===== config.mk =====
export PLATFORM = sky130hd
export DESIGN_NAME = clock_source_config_control
export DESIGN_NICKNAME = d
export VERILOG_FILES = /design/src/logic/clock_source_pkg.sv /design/src/logic/delay_counter.sv /design/src/logic/clock_source_config_control.sv
export SDC_FILE = /design/constraint.sdc
export NUM_CORES = 1
export LEC_CHECK = 0
export BUFFER_PORTS_ARGS = -buffer_cell sky130_fd_sc_hd__buf_4
export CORE_UTILIZATION = 54
export CTS_BUF_LIST = sky130_fd_sc_hd__clkbuf_4 sky130_fd_sc_hd__clkbuf_8
export CTS_CLUSTER_SIZE = 24
export DETAILED_ROUTE_END_ITERATION = 16
export GPL_ROUTABILITY_DRIVEN = 0
export PLACE_DENSITY = 0.82
export SYNTH_ARGS = -nofsm -noshare
export SYNTH_HDL_FRONTEND = slang
export SYNTH_SLANG_ARGS = --single-unit
export TNS_END_PERCENT = 50

===== constraint.sdc =====
create_clock -name pclk -period 2.7 [get_ports pclk]
set_clock_uncertainty 0.05 [all_clocks]
set_input_delay 0.27 -clock pclk [delete_from_list [all_inputs] [get_ports pclk]]
set_output_delay 0.27 -clock pclk [all_outputs]
set_load 0.02 [all_outputs]

===== src/logic/clock_source_pkg.sv =====
package clock_source_pkg;

  // ---------------------------------------------------------------
  // register map (byte addresses on the apb bus)
  // ---------------------------------------------------------------
  localparam logic [7:0] CFG_OFFSET    = 8'hf8;
  localparam logic [7:0] STATUS_OFFSET = 8'hfc;
  localparam logic [7:0] CFG_RESET     = 8'h00;

  // clock configuration fields
  localparam int unsigned BIT_RESUME_LONG = 7;
  localparam int unsigned WAKE_PERIOD_MSB = 6;
  localparam int unsigned WAKE_PERIOD_LSB = 4;
  localparam int unsigned BIT_LV_DISABLE  = 3;
  localparam int unsigned BIT_USB_TUNE    = 2;
  localparam int unsigned BIT_CLKOUT_OFF  = 1;
  localparam int unsigned BIT_EXT_SEL     = 0;

  // status fields
  localparam int unsigned SB_EXT_MODE  = 0;
  localparam int unsigned SB_CPU_RUN   = 1;
  localparam int unsigned SB_PENDING   = 2;
  localparam int unsigned SB_AUX_PIN   = 3;
  localparam int unsigned SB_LV_ACTIVE = 4;
  localparam int unsigned SB_USB_TUNE  = 5;

  // ---------------------------------------------------------------
  // timing
  // ---------------------------------------------------------------
  localparam int unsigned CLK_MHZ         = 250;
  localparam int unsigned RESUME_LONG_MS  = 4;
  localparam int unsigned RESUME_SHORT_US = 128;
  localparam int unsigned INT_WAKE_US     = 8;
  localparam int unsigned START_US        = 1000;

  // microseconds to whole clock cycles, never below one cycle
  function automatic logic [31:0] us_to_cycles(input int unsigned us);
    logic [31:0] c;
    c = 32'(us * CLK_MHZ);
    return (c == 32'h0000_0000) ? 32'h0000_0001 : c;
  endfunction

  localparam logic [31:0] RESUME_LONG_CYC  = us_to_cycles(RESUME_LONG_MS * 1000);
  localparam logic [31:0] RESUME_SHORT_CYC = us_to_cycles(RESUME_SHORT_US);
  localparam logic [31:0] INT_WAKE_CYC     = us_to_cycles(INT_WAKE_US);
  localparam logic [31:0] START_CYC        = us_to_cycles(START_US);

  // ---------------------------------------------------------------
  // clock control sequencer states
  // ---------------------------------------------------------------
  typedef enum logic [2:0] {
    ST_RUN,
    ST_SUSPENDED,
    ST_WAIT_STABLE,
    ST_DELAY,
    ST_LV_HOLD
  } clk_state_t;

endpackage


===== src/logic/delay_counter.sv =====
`timescale 1ns/1ps
`default_nettype none
module delay_counter
  import clock_source_pkg::*;
(
  // clock and reset
  input  wire logic        pclk,
  input  wire logic        presetn,
  // control
  input  wire logic        load,
  input  wire logic [31:0] load_value,
  // status
  output logic             busy,
  output logic             expire
);

  logic [31:0] cnt_q;
  logic        busy_q;
  logic        expire_q;
  wire         at_zero = (cnt_q == 32'h0000_0000);

  // ---------------------------------------------------------------
  // down counter, a new load restarts it at any time
  // ---------------------------------------------------------------
  always_ff @(posedge pclk or negedge presetn) begin
    if (!presetn) begin
      cnt_q    <= 32'h0000_0000;
      busy_q   <= 1'b0;
      expire_q <= 1'b0;
    end else if (load) begin
      cnt_q    <= (load_value == 32'h0000_0000) ? 32'h0000_0000 : load_value - 32'h0000_0001;
      busy_q   <= 1'b1;
      expire_q <= 1'b0;
    end else begin
      cnt_q    <= at_zero ? cnt_q : cnt_q - 32'h0000_0001;
      busy_q   <= busy_q & ~at_zero;
      expire_q <= busy_q & at_zero;  // one-cycle pulse
    end
  end

  assign busy   = busy_q;
  assign expire = expire_q;

endmodule
`default_nettype wire


===== src/logic/clock_source_config_control.sv =====
// Operation
// resume bit picks 4 ms or 128 us
// internal-oscillator wake waits only 8 us
// bits 6:4 set wake period, gated irq
// bit 3 set turns undervoltage monitor off
// undervoltage holds start-up interval, restart at zero
// bit 2 tunes internal clock on USB traffic
// bit 1 parks output pin high, internal mode
// bit 0 set switches to external, halts cpu
// clearing bit 0 only matters at wake
// after stable clock, extra delay then release
// return to internal only at wake
// reset runs internal, clock driven out
// input pin readable, internal mode, no interrupt
// ready clock goes into input pin only
// watchdog clears select; undervoltage forces internal
// cpu stalled until delay expires, then released
`timescale 1ns/1ps
`default_nettype none
module clock_source_config_control
  import clock_source_pkg::*;
#(
  parameter logic [31:0] RESUME_LONG_CYCLES  = RESUME_LONG_CYC,
  parameter logic [31:0] RESUME_SHORT_CYCLES = RESUME_SHORT_CYC,
  parameter logic [31:0] START_CYCLES        = START_CYC
) (
  // apb slave
  input  wire logic        pclk,
  input  wire logic        presetn,
  input  wire logic        psel,
  input  wire logic        penable,
  input  wire logic        pwrite,
  input  wire logic [7:0]  paddr,
  input  wire logic [31:0] pwdata,
  output logic [31:0]      prdata,
  output logic             pready,
  output logic             pslverr,
  // same-domain system events
  input  wire logic        suspend_enter,
  input  wire logic        wake_event,
  input  wire logic        watchdog_reset_event,
  input  wire logic        usb_traffic_rx,
  input  wire logic        wake_timer_tick,
  input  wire logic        wake_irq_enable,
  // asynchronous pins and analog flags
  input  wire logic        undervoltage_below,
  input  wire logic        brownout_reset_event,
  input  wire logic        ext_clock_stable,
  input  wire logic        osc_in_pin,
  input  wire logic        int_clk_level,
  // processor control
  output logic             cpu_run,
  output logic             restart_pulse,
  output logic             partial_suspend,
  // oscillator control
  output logic             int_osc_enable,
  output logic             ext_osc_enable,
  output logic             ext_clk_select,
  output logic             osc_out_pin_o,
  output logic             osc_out_pin_oe,
  output logic             usb_tune_enable,
  // wake-up timer and monitors
  output logic [2:0]       wake_period,
  output logic             wake_irq,
  output logic             undervoltage_reset,
  output logic             aux_port_bit_one
);

  // ---------------------------------------------------------------
  // synchronisers for asynchronous inputs
  // ---------------------------------------------------------------
  logic [4:0] sync1_q;
  logic [4:0] sync2_q;

  always_ff @(posedge pclk or negedge presetn) begin
    if (!presetn) begin
      sync1_q <= 5'h00;
      sync2_q <= 5'h00;
    end else begin
      sync1_q <= {int_clk_level, osc_in_pin, ext_clock_stable, brownout_reset_event, undervoltage_below};
      sync2_q <= sync1_q;
    end
  end

  wire uv_s      = sync2_q[0];
  wire bor_s     = sync2_q[1];
  wire stable_s  = sync2_q[2];
  wire osc_in_s  = sync2_q[3];
  wire int_clk_s = sync2_q[4];

  // ---------------------------------------------------------------
  // state
  // ---------------------------------------------------------------
  clk_state_t  state_q;
  clk_state_t  state_d;
  logic        ext_mode_q;
  logic        ext_mode_d;
  logic [7:0]  cfg_q;
  logic [7:0]  cfg_d;
  logic        cpu_run_q;
  logic        restart_q;
  logic        restart_d;
  logic        ld;
  logic [31:0] ld_val;
  logic        cnt_expire;

  // ---------------------------------------------------------------
  // apb decode
  // ---------------------------------------------------------------
  logic        pready_q;
  logic        pslverr_q;
  logic [31:0] prdata_q;

  wire         setup    = psel & ~penable;
  wire         access   = psel & penable & pready_q;
  wire         hit_cfg  = (paddr == CFG_OFFSET);
  wire         hit_stat = (paddr == STATUS_OFFSET);
  wire         cfg_wr   = access & pwrite & hit_cfg;
  wire         pending  = (state_q == ST_WAIT_STABLE) | (state_q == ST_DELAY) | (state_q == ST_LV_HOLD);
  // monitor sleeps in suspend to save power and wakes with the part
  wire         lv_active = ~cfg_q[BIT_LV_DISABLE] & (state_q != ST_SUSPENDED);
  // brownout always acts; undervoltage only while monitored
  wire         lv_event  = bor_s | (uv_s & lv_active);
  // a set of the select bit only matters from internal mode
  wire         switch_req = cfg_wr & pwdata[BIT_EXT_SEL] & ~ext_mode_q;

  logic        usb_tune_q;
  logic        lv_active_q;
  logic        aux_q;

  wire [7:0]   status_word = {2'b00, usb_tune_q, lv_active_q, aux_q, pending, cpu_run_q, ext_mode_q};
  wire [31:0]  rd_data     = hit_cfg  ? {24'h000000, cfg_q} :
                             hit_stat ? {24'h000000, status_word} : 32'h0000_0000;

  // answer in the first access cycle; read data captured at setup
  always_ff @(posedge pclk or negedge presetn) begin
    if (!presetn) begin
      pready_q  <= 1'b0;
      pslverr_q <= 1'b0;
      prdata_q  <= 32'h0000_0000;
    end else begin
      pready_q  <= setup;
      pslverr_q <= setup & ~hit_cfg & ~hit_stat;
      prdata_q  <= setup ? rd_data : 32'h0000_0000;
    end
  end

  // ---------------------------------------------------------------
  // configuration register
  // ---------------------------------------------------------------
  // a reset event clears everything, including a write in the same cycle
  assign cfg_d = (lv_event | watchdog_reset_event) ? CFG_RESET :
                 cfg_wr ? pwdata[7:0] : cfg_q;

  always_ff @(posedge pclk or negedge presetn) begin
    if (!presetn) begin
      cfg_q <= CFG_RESET;
    end else begin
      cfg_q <= cfg_d;
    end
  end

  // ---------------------------------------------------------------
  // clock sequencer
  // ---------------------------------------------------------------
  always_comb begin
    state_d    = state_q;
    ext_mode_d = ext_mode_q;
    ld         = 1'b0;
    ld_val     = INT_WAKE_CYC;
    restart_d  = 1'b0;
    if (lv_event) begin
      // reloads while the supply stays low, so the hold counts from recovery
      state_d    = ST_LV_HOLD;
      ext_mode_d = 1'b0;
      ld         = 1'b1;
      ld_val     = START_CYCLES;
    end else if (watchdog_reset_event) begin
      // clock mode is kept; no supply settling delay
      state_d   = ST_RUN;
      restart_d = 1'b1;
    end else begin
      case (state_q)
        ST_RUN: begin
          if (switch_req) begin
            ext_mode_d = 1'b1;
            state_d    = ST_WAIT_STABLE;
          end else if (suspend_enter) begin
            state_d = ST_SUSPENDED;
          end
        end
        ST_SUSPENDED: begin
          // select bit is sampled here and nowhere else
          if (wake_event) begin
            if (cfg_q[BIT_EXT_SEL]) begin
              ext_mode_d = 1'b1;
              state_d    = ST_WAIT_STABLE;
            end else begin
              ext_mode_d = 1'b0;
              ld         = 1'b1;
              ld_val     = INT_WAKE_CYC;
              state_d    = ST_DELAY;
            end
          end
        end
        ST_WAIT_STABLE: begin
          if (stable_s) begin
            ld      = 1'b1;
            ld_val  = cfg_q[BIT_RESUME_LONG] ? RESUME_LONG_CYCLES : RESUME_SHORT_CYCLES;
            state_d = ST_DELAY;
          end
        end
        ST_DELAY: begin
          if (cnt_expire) begin
            state_d = ST_RUN;
          end
        end
        ST_LV_HOLD: begin
          if (cnt_expire) begin
            state_d   = ST_RUN;
            restart_d = 1'b1;
          end
        end
        default: begin
          state_d = ST_RUN;
        end
      endcase
    end
  end

  // reset comes up running on the internal oscillator
  always_ff @(posedge pclk or negedge presetn) begin
    if (!presetn) begin
      state_q    <= ST_RUN;
      ext_mode_q <= 1'b0;
      cpu_run_q  <= 1'b1;
      restart_q  <= 1'b0;
    end else begin
      state_q    <= state_d;
      ext_mode_q <= ext_mode_d;
      cpu_run_q  <= (state_d == ST_RUN);
      restart_q  <= restart_d;
    end
  end

  delay_counter u_delay (
    .pclk       (pclk),
    .presetn    (presetn),
    .load       (ld),
    .load_value (ld_val),
    .busy       (),
    .expire     (cnt_expire)
  );

  // ---------------------------------------------------------------
  // oscillator and pin outputs
  // ---------------------------------------------------------------
  logic osc_int_en_q;
  logic osc_ext_en_q;
  logic clk_sel_q;
  logic out_o_q;
  logic out_oe_q;
  logic part_susp_q;
  logic wake_irq_q;

  wire  awake    = (state_q != ST_SUSPENDED);
  // the external amplifier owns the pin pair in external mode
  wire  out_oe_d = ~ext_mode_q;
  wire  out_o_d  = ~ext_mode_q & (cfg_q[BIT_CLKOUT_OFF] | int_clk_s);
  // tuning is only meaningful on the internal oscillator
  wire  tune_d   = cfg_q[BIT_USB_TUNE] & ~ext_mode_q & (usb_tune_q | usb_traffic_rx);

  always_ff @(posedge pclk or negedge presetn) begin
    if (!presetn) begin
      osc_int_en_q <= 1'b1;
      osc_ext_en_q <= 1'b0;
      clk_sel_q    <= 1'b0;
      out_o_q      <= 1'b0;
      out_oe_q     <= 1'b1;
      usb_tune_q   <= 1'b0;
      lv_active_q  <= 1'b1;
      aux_q        <= 1'b0;
      part_susp_q  <= 1'b0;
      wake_irq_q   <= 1'b0;
    end else begin
      osc_int_en_q <= ~ext_mode_q & awake;
      osc_ext_en_q <= ext_mode_q & awake;
      clk_sel_q    <= ext_mode_q & (state_q != ST_WAIT_STABLE);
      out_o_q      <= out_o_d;
      out_oe_q     <= out_oe_d;
      usb_tune_q   <= tune_d;
      lv_active_q  <= lv_active;
      // plain level read, deliberately never routed to an interrupt
      aux_q        <= ~ext_mode_q & osc_in_s;
      part_susp_q  <= (state_d == ST_LV_HOLD);
      wake_irq_q   <= wake_timer_tick & wake_irq_enable;
    end
  end

  assign prdata             = prdata_q;
  assign pready             = pready_q;
  assign pslverr            = pslverr_q;
  assign cpu_run            = cpu_run_q;
  assign restart_pulse      = restart_q;
  assign partial_suspend    = part_susp_q;
  assign int_osc_enable     = osc_int_en_q;
  assign ext_osc_enable     = osc_ext_en_q;
  assign ext_clk_select     = clk_sel_q;
  assign osc_out_pin_o      = out_o_q;
  assign osc_out_pin_oe     = out_oe_q;
  assign usb_tune_enable    = usb_tune_q;
  assign wake_period        = cfg_q[WAKE_PERIOD_MSB:WAKE_PERIOD_LSB];
  assign wake_irq           = wake_irq_q;
  assign undervoltage_reset = lv_active_q;
  assign aux_port_bit_one   = aux_q;

  // ---------------------------------------------------------------
  // assertions
  // ---------------------------------------------------------------
  a_resume_delay_pick: assert property (@(posedge pclk) disable iff (!presetn)
    (state_q == ST_WAIT_STABLE && stable_s && !lv_event && !watchdog_reset_event) |->
      (ld && ld_val == (cfg_q[BIT_RESUME_LONG] ? RESUME_LONG_CYCLES : RESUME_SHORT_CYCLES)))
    else $error("resume delay not chosen from bit 7");

  a_int_wake_delay: assert property (@(posedge pclk) disable iff (!presetn)
    (state_q == ST_SUSPENDED && wake_event && !cfg_q[BIT_EXT_SEL] && !lv_event && !watchdog_reset_event) |->
      (ld && ld_val == INT_WAKE_CYC) ##1 (state_q == ST_DELAY && !ext_mode_q))
    else $error("internal wake did not use the short delay");

  a_wake_irq_gate: assert property (@(posedge pclk) disable iff (!presetn)
    wake_irq |-> $past(wake_timer_tick && wake_irq_enable))
    else $error("wake interrupt without enable");

  a_lv_monitor_off: assert property (@(posedge pclk) disable iff (!presetn)
    (cfg_q[BIT_LV_DISABLE] && uv_s && !bor_s && state_q == ST_RUN && !switch_req && !suspend_enter) |=> cpu_run)
    else $error("disabled monitor still stalled the cpu");

  a_lv_hold_restart: assert property (@(posedge pclk) disable iff (!presetn)
    (state_q == ST_LV_HOLD && cnt_expire && !lv_event) |=> (restart_pulse && cpu_run) ##1 !restart_pulse)
    else $error("no restart after start-up hold");

  a_tune_internal: assert property (@(posedge pclk) disable iff (!presetn)
    $rose(usb_tune_enable) |-> $past(usb_traffic_rx && !ext_mode_q && cfg_q[BIT_USB_TUNE]))
    else $error("usb tuning started without cause");

  a_out_pin_parked: assert property (@(posedge pclk) disable iff (!presetn)
    $past(!ext_mode_q && cfg_q[BIT_CLKOUT_OFF]) |-> (osc_out_pin_o && osc_out_pin_oe))
    else $error("output pin not held high");

  a_switch_halts: assert property (@(posedge pclk) disable iff (!presetn)
    (switch_req && state_q == ST_RUN && !lv_event && !watchdog_reset_event && !suspend_enter) |=>
      (!cpu_run && ext_mode_q) ##1 (!int_osc_enable && ext_osc_enable))
    else $error("switch to external did not halt the cpu");

  a_clear_no_effect: assert property (@(posedge pclk) disable iff (!presetn)
    (cfg_wr && !pwdata[BIT_EXT_SEL] && ext_mode_q && state_q == ST_RUN && !lv_event) |=> ext_mode_q)
    else $error("clearing the select bit changed the clock");

  a_aux_internal_only: assert property (@(posedge pclk) disable iff (!presetn)
    $past(ext_mode_q) |-> !aux_port_bit_one)
    else $error("aux bit live in external mode");

  a_watchdog_keeps_clock: assert property (@(posedge pclk) disable iff (!presetn)
    (watchdog_reset_event && !lv_event) |=> (!cfg_q[BIT_EXT_SEL] && ext_mode_q == $past(ext_mode_q) && restart_pulse))
    else $error("watchdog handling wrong");

  a_release_on_expire: assert property (@(posedge pclk) disable iff (!presetn)
    (state_q == ST_DELAY && !cnt_expire && !watchdog_reset_event) |=> !cpu_run)
    else $error("cpu released before delay expired");

endmodule
`default_nettype wire


==> flow_results.xml <==
<?xml version="1.0" encoding="UTF-8"?>
<metrics>
  <group name="sta">
    <metric name="worst-slew-pin-transition" unit="ns">0.954</metric>
    <metric name="finalHoldViolations" unit="">0</metric>
    <metric name="final-max-slew-violation-count" unit="">0</metric>
    <metric name="timing.final.setup_violations" unit="">0</metric>
    <metric name="max_freq" unit="GHz">0.397</metric>
    <metric name="period_needed" unit="ns">2.52</metric>
    <metric name="slew_headroom" unit="%">36.4</metric>
    <metric name="setup_repair_after_global_routing_missed_its_margin" unit="">no</metric>
    <metric name="timing.setup.tns" unit="ns">0</metric>
    <metric name="fin_crit_sh" unit="%">93.2</metric>
  </group>
  <group name="global_routing">
    <metric name="grt_start_max_net_pins" unit="">79</metric>
    <metric name="grt_first_pass_wirelength" unit="mm">13.5</metric>
    <metric name="groute.usage.overall" unit="%">23.6</metric>
    <metric name="antenna_found_initial" unit="">0</metric>
    <metric name="vias_in_the_first_global_route" unit="">2887</metric>
    <metric name="gr-total-overflow" unit="">0</metric>
  </group>
  <group name="worst_setup_path">
    <metric name="r2r_end" unit="">u_delay.cnt_q[16]</metric>
    <metric name="end_kind" unit="">register</metric>
    <metric name="timing.critical_path.arrival" unit="ns">2.68</metric>
    <metric name="data_required_time_of_the_worst_path" unit="ns">2.86</metric>
    <metric name="worst-r2r-cell-count" unit="">7</metric>
    <metric name="criticalPathCategory" unit="">reg -&gt; reg</metric>
    <metric name="reg2reg_from" unit="">u_delay.cnt_q[0]</metric>
    <metric name="critical_path_startpoint_category" unit="">register</metric>
    <metric name="critical_path_peak_fanout" unit="">5</metric>
    <metric name="r2r_setup_slk" unit="ns">0.18</metric>
  </group>
  <group name="clocking">
    <metric name="clk_pin_slew" unit="ns">0.08</metric>
    <metric name="numClockSinks" unit="">78</metric>
    <metric name="clockBufferDepth" unit="">2</metric>
    <metric name="clock_latency" unit="ns">0.35</metric>
    <metric name="number_of_h_tree_branching_levels" unit="">3</metric>
    <metric name="tritoncts_clock_tree" unit="">done</metric>
    <metric name="tritoncts.num_buffers" unit="">9</metric>
    <metric name="ctsRootBufferMaster" unit="">clkbuf_8</metric>
    <metric name="post_cts_resized" unit="">0</metric>
  </group>
  <group name="synth">
    <metric name="synthArstFlopShare" unit="%">100</metric>
    <metric name="ys_seq_elements" unit="">78</metric>
    <metric name="synth-edff-count" unit="">0</metric>
    <metric name="synth_flop_cell" unit="">dfrtp_1</metric>
    <metric name="yosys.cell_types.count" unit="">61</metric>
    <metric name="count_of_mapped_cells_out_of_synthesis" unit="">373</metric>
    <metric name="synthesis.area" unit="µm²">3860</metric>
    <metric name="synth.yosys.seq_area_share" unit="%">50.7</metric>
    <metric name="synthesis.area_per_instance" unit="µm²">10.3</metric>
    <metric name="number_of_warnings_issued_by_yosys" unit="">0</metric>
  </group>
  <group name="power">
    <metric name="ir_worst_vdd" unit="mV">0.343</metric>
    <metric name="p_total" unit="mW">2.35</metric>
    <metric name="leakage" unit="nW">2.09</metric>
    <metric name="power-per-cell-area" unit="nW/µm²">503</metric>
  </group>
  <group name="routing">
    <metric name="first_iter_violations" unit="">258</metric>
    <metric name="postRouteWirelength" unit="mm">8.21</metric>
    <metric name="via_per_instance_ratio" unit="">5.53</metric>
    <metric name="antenna_violating_nets_post_route" unit="">0</metric>
    <metric name="via_count" unit="">3047</metric>
    <metric name="remaining_drc_errors" unit="">0</metric>
    <metric name="detailedRoute.firstPassIterationCount" unit="">4</metric>
    <metric name="routed_wire_length_per_instance" unit="µm">14.9</metric>
  </group>
  <group name="min_path">
    <metric name="holdCritPathClass" unit="">in -&gt; async</metric>
  </group>
  <group name="job">
    <metric name="maxCapViolations" unit="">0</metric>
  </group>
  <group name="status">
    <metric name="outcome" unit="">completed</metric>
  </group>
  <group name="die">
    <metric name="floorplan.initialDensity" unit="%">56.5</metric>
    <metric name="die_height" unit="µm">86.5</metric>
    <metric name="io_pins" unit="">105</metric>
    <metric name="placement_rows" unit="">30</metric>
    <metric name="coreArea" unit="µm²">6830</metric>
    <metric name="die_area" unit="µm²">7490</metric>
    <metric name="die_width" unit="µm">86.5</metric>
  </group>
  <group name="layout">
    <metric name="final_layout_size_suffix_gt1_share" unit="%">25.3</metric>
    <metric name="syn2layout_area_growth" unit="%">20.9</metric>
    <metric name="antenna_cells_inserted" unit="">0</metric>
    <metric name="design.final.nets" unit="">509</metric>
  </group>
  <group name="place">
    <metric name="dp_hpwl" unit="mm">5.98</metric>
    <metric name="io_buffer_count" unit="">56</metric>
  </group>
</metrics>
==> registers in the layout, summed over array words and instances (netlist names), 3 cells and up <==
signal	flops
u_delay.cnt_q	32
cfg_q	8
prdata	8
sync1_q	5
sync2_q	5
state_q	3
==> final cells by class <==
| class | instances | area [µm²] |
|---|---|---|
| clock buffer | 9 | 124 |
| tap | 96 | 120 |
| multi-input combinational | 272 | 1710 |
| sequential | 78 | 1960 |
| clock inverter | 7 | 96.3 |
| timing repair buffer | 83 | 636 |
| fill | 549 | 2170 |
| inverter | 6 | 22.5 |
==> per-layer routing <==
layer | GRT usage [%] | wire length (µm) | vias up
met1 | 31.5 | 3520 | 1492
met3 | 4.57 | 439 | 17
li1 | - | - | 1439
met5 | 0 | 0 | -
met2 | 38.5 | 4090 | 99
met4 | 8.79 | 157 | 0
==> cells in the mapped netlist, types with 5 or more instances <==
| cell | instances | share of area, % |
|---|---|---|
| a21oi_1 | 18 | 2.3 |
| buf_4 | 27 | 5.3 |
| clkbuf_1 | 8 | 0.78 |
| dfrtp_1 | 74 | 48 |
| inv_1 | 6 | 0.58 |
| mux2i_1 | 14 | 3.6 |
| nand2_1 | 13 | 1.3 |
| nand2b_1 | 5 | 0.81 |
| nand3_1 | 14 | 1.8 |
| nand4_1 | 6 | 0.97 |
| nor2_1 | 46 | 4.5 |
| nor2b_1 | 5 | 0.81 |
| nor3_1 | 10 | 1.3 |
| nor3b_1 | 5 | 0.97 |
| nor4_1 | 7 | 1.1 |
| o21ai_0 | 14 | 1.8 |
| or3_1 | 6 | 0.97 |
| or4_1 | 5 | 0.97 |
| xnor2_1 | 11 | 2.5 |
| xor2_1 | 8 | 1.8 |
==> timing repair <==
item,CTS,global route
setup buffers,0,0
hold buffers,5,0
hold endpoints to repair,5,0
==> how the worst max path moves through the flow <==
| stage | slack (ns) | end | start | cells after the start |
|---|---|---|---|---|
| 2_1_floorplan | 0.28 | u_delay.cnt_q[16] | u_delay.cnt_q[0] | 7 |
| 3_3_place_gp | 0.26 | u_delay.cnt_q[16] | u_delay.cnt_q[0] | 7 |
| 3_5_place_dp | 0.19 | u_delay.cnt_q[16] | u_delay.cnt_q[0] | 7 |
| 4_1_cts | 0.18 | u_delay.cnt_q[16] | u_delay.cnt_q[0] | 7 |
| 5_1_grt | 0.07 | u_delay.cnt_q[16] | u_delay.cnt_q[0] | 7 |
| 6_report | 0.18 | u_delay.cnt_q[16] | u_delay.cnt_q[0] | 7 |
==> through the flow <==
stage	setup WS [ns]	cell area [µm²]	hold WS (ns)	util (%)	std cells
2_1_floorplan	0.284	3940	-0.0756	-	396
3_3_place_gp	0.255	4390	0.282	64.3	530
3_5_place_dp	0.192	4390	0.286	64.3	530
4_1_cts	0.177	4660	0.0460	68.2	551
5_1_grt	0.0659	4660	0.0488	68.2	551
6_report	0.183	4660	0.000477	68.2	551
==> report_power, final <==
part	leakage [nW]	internal [mW]	switching [mW]
Combinational	0.994	0.0688	0.113
Sequential	0.980	1.19	0.0166
Clock	0.114	0.523	0.436
Total	2.09	1.78	0.565
==> kinds of logic (layout without fill, tap and decap cells) <==
logic type | count (synthesis) | after routing | synth area share, %
muxes | 14 | 14 | 3.63
xor gates and xnor gates | 19 | 19 | 4.31
AOI/OAI and AO/OA | 62 | 62 | 10.3
DFF | 78 | 78 | 50.7
and+or+nand+nor | 150 | 150 | 22.5
buffers and inverters | 46 | 105 | 7.43
other | 1 | 24 | 0.0972
adders and majority gates | 3 | 3 | 0.973
==> placed cells by master (no fill, tap or decap), drive strengths merged, types with 6 or more instances in the layout <==
cell and n:
buf 78, dfrtp 74, nor2 46, conb 24, a21oi 19, o21ai 15
nand3 14, mux2i 14, nand2 13, xnor2 11, nor3 11, nor4 10
clkbuf 9, xor2 8, or3 8, or4 8, inv 7, nand4 7
and3 6
==> worst max-delay path, cell delays in order (launching register included) <==
cell and delay (ns):
dfrtp_1 0.42, inv_1 0.07, ha_1 0.20, or4b_1 0.47, or4_1 0.58, or3_1 0.36
xor2_1 0.16, o21ai_1 0.07
No activity file was read; power rests on OpenSTA's default activity.
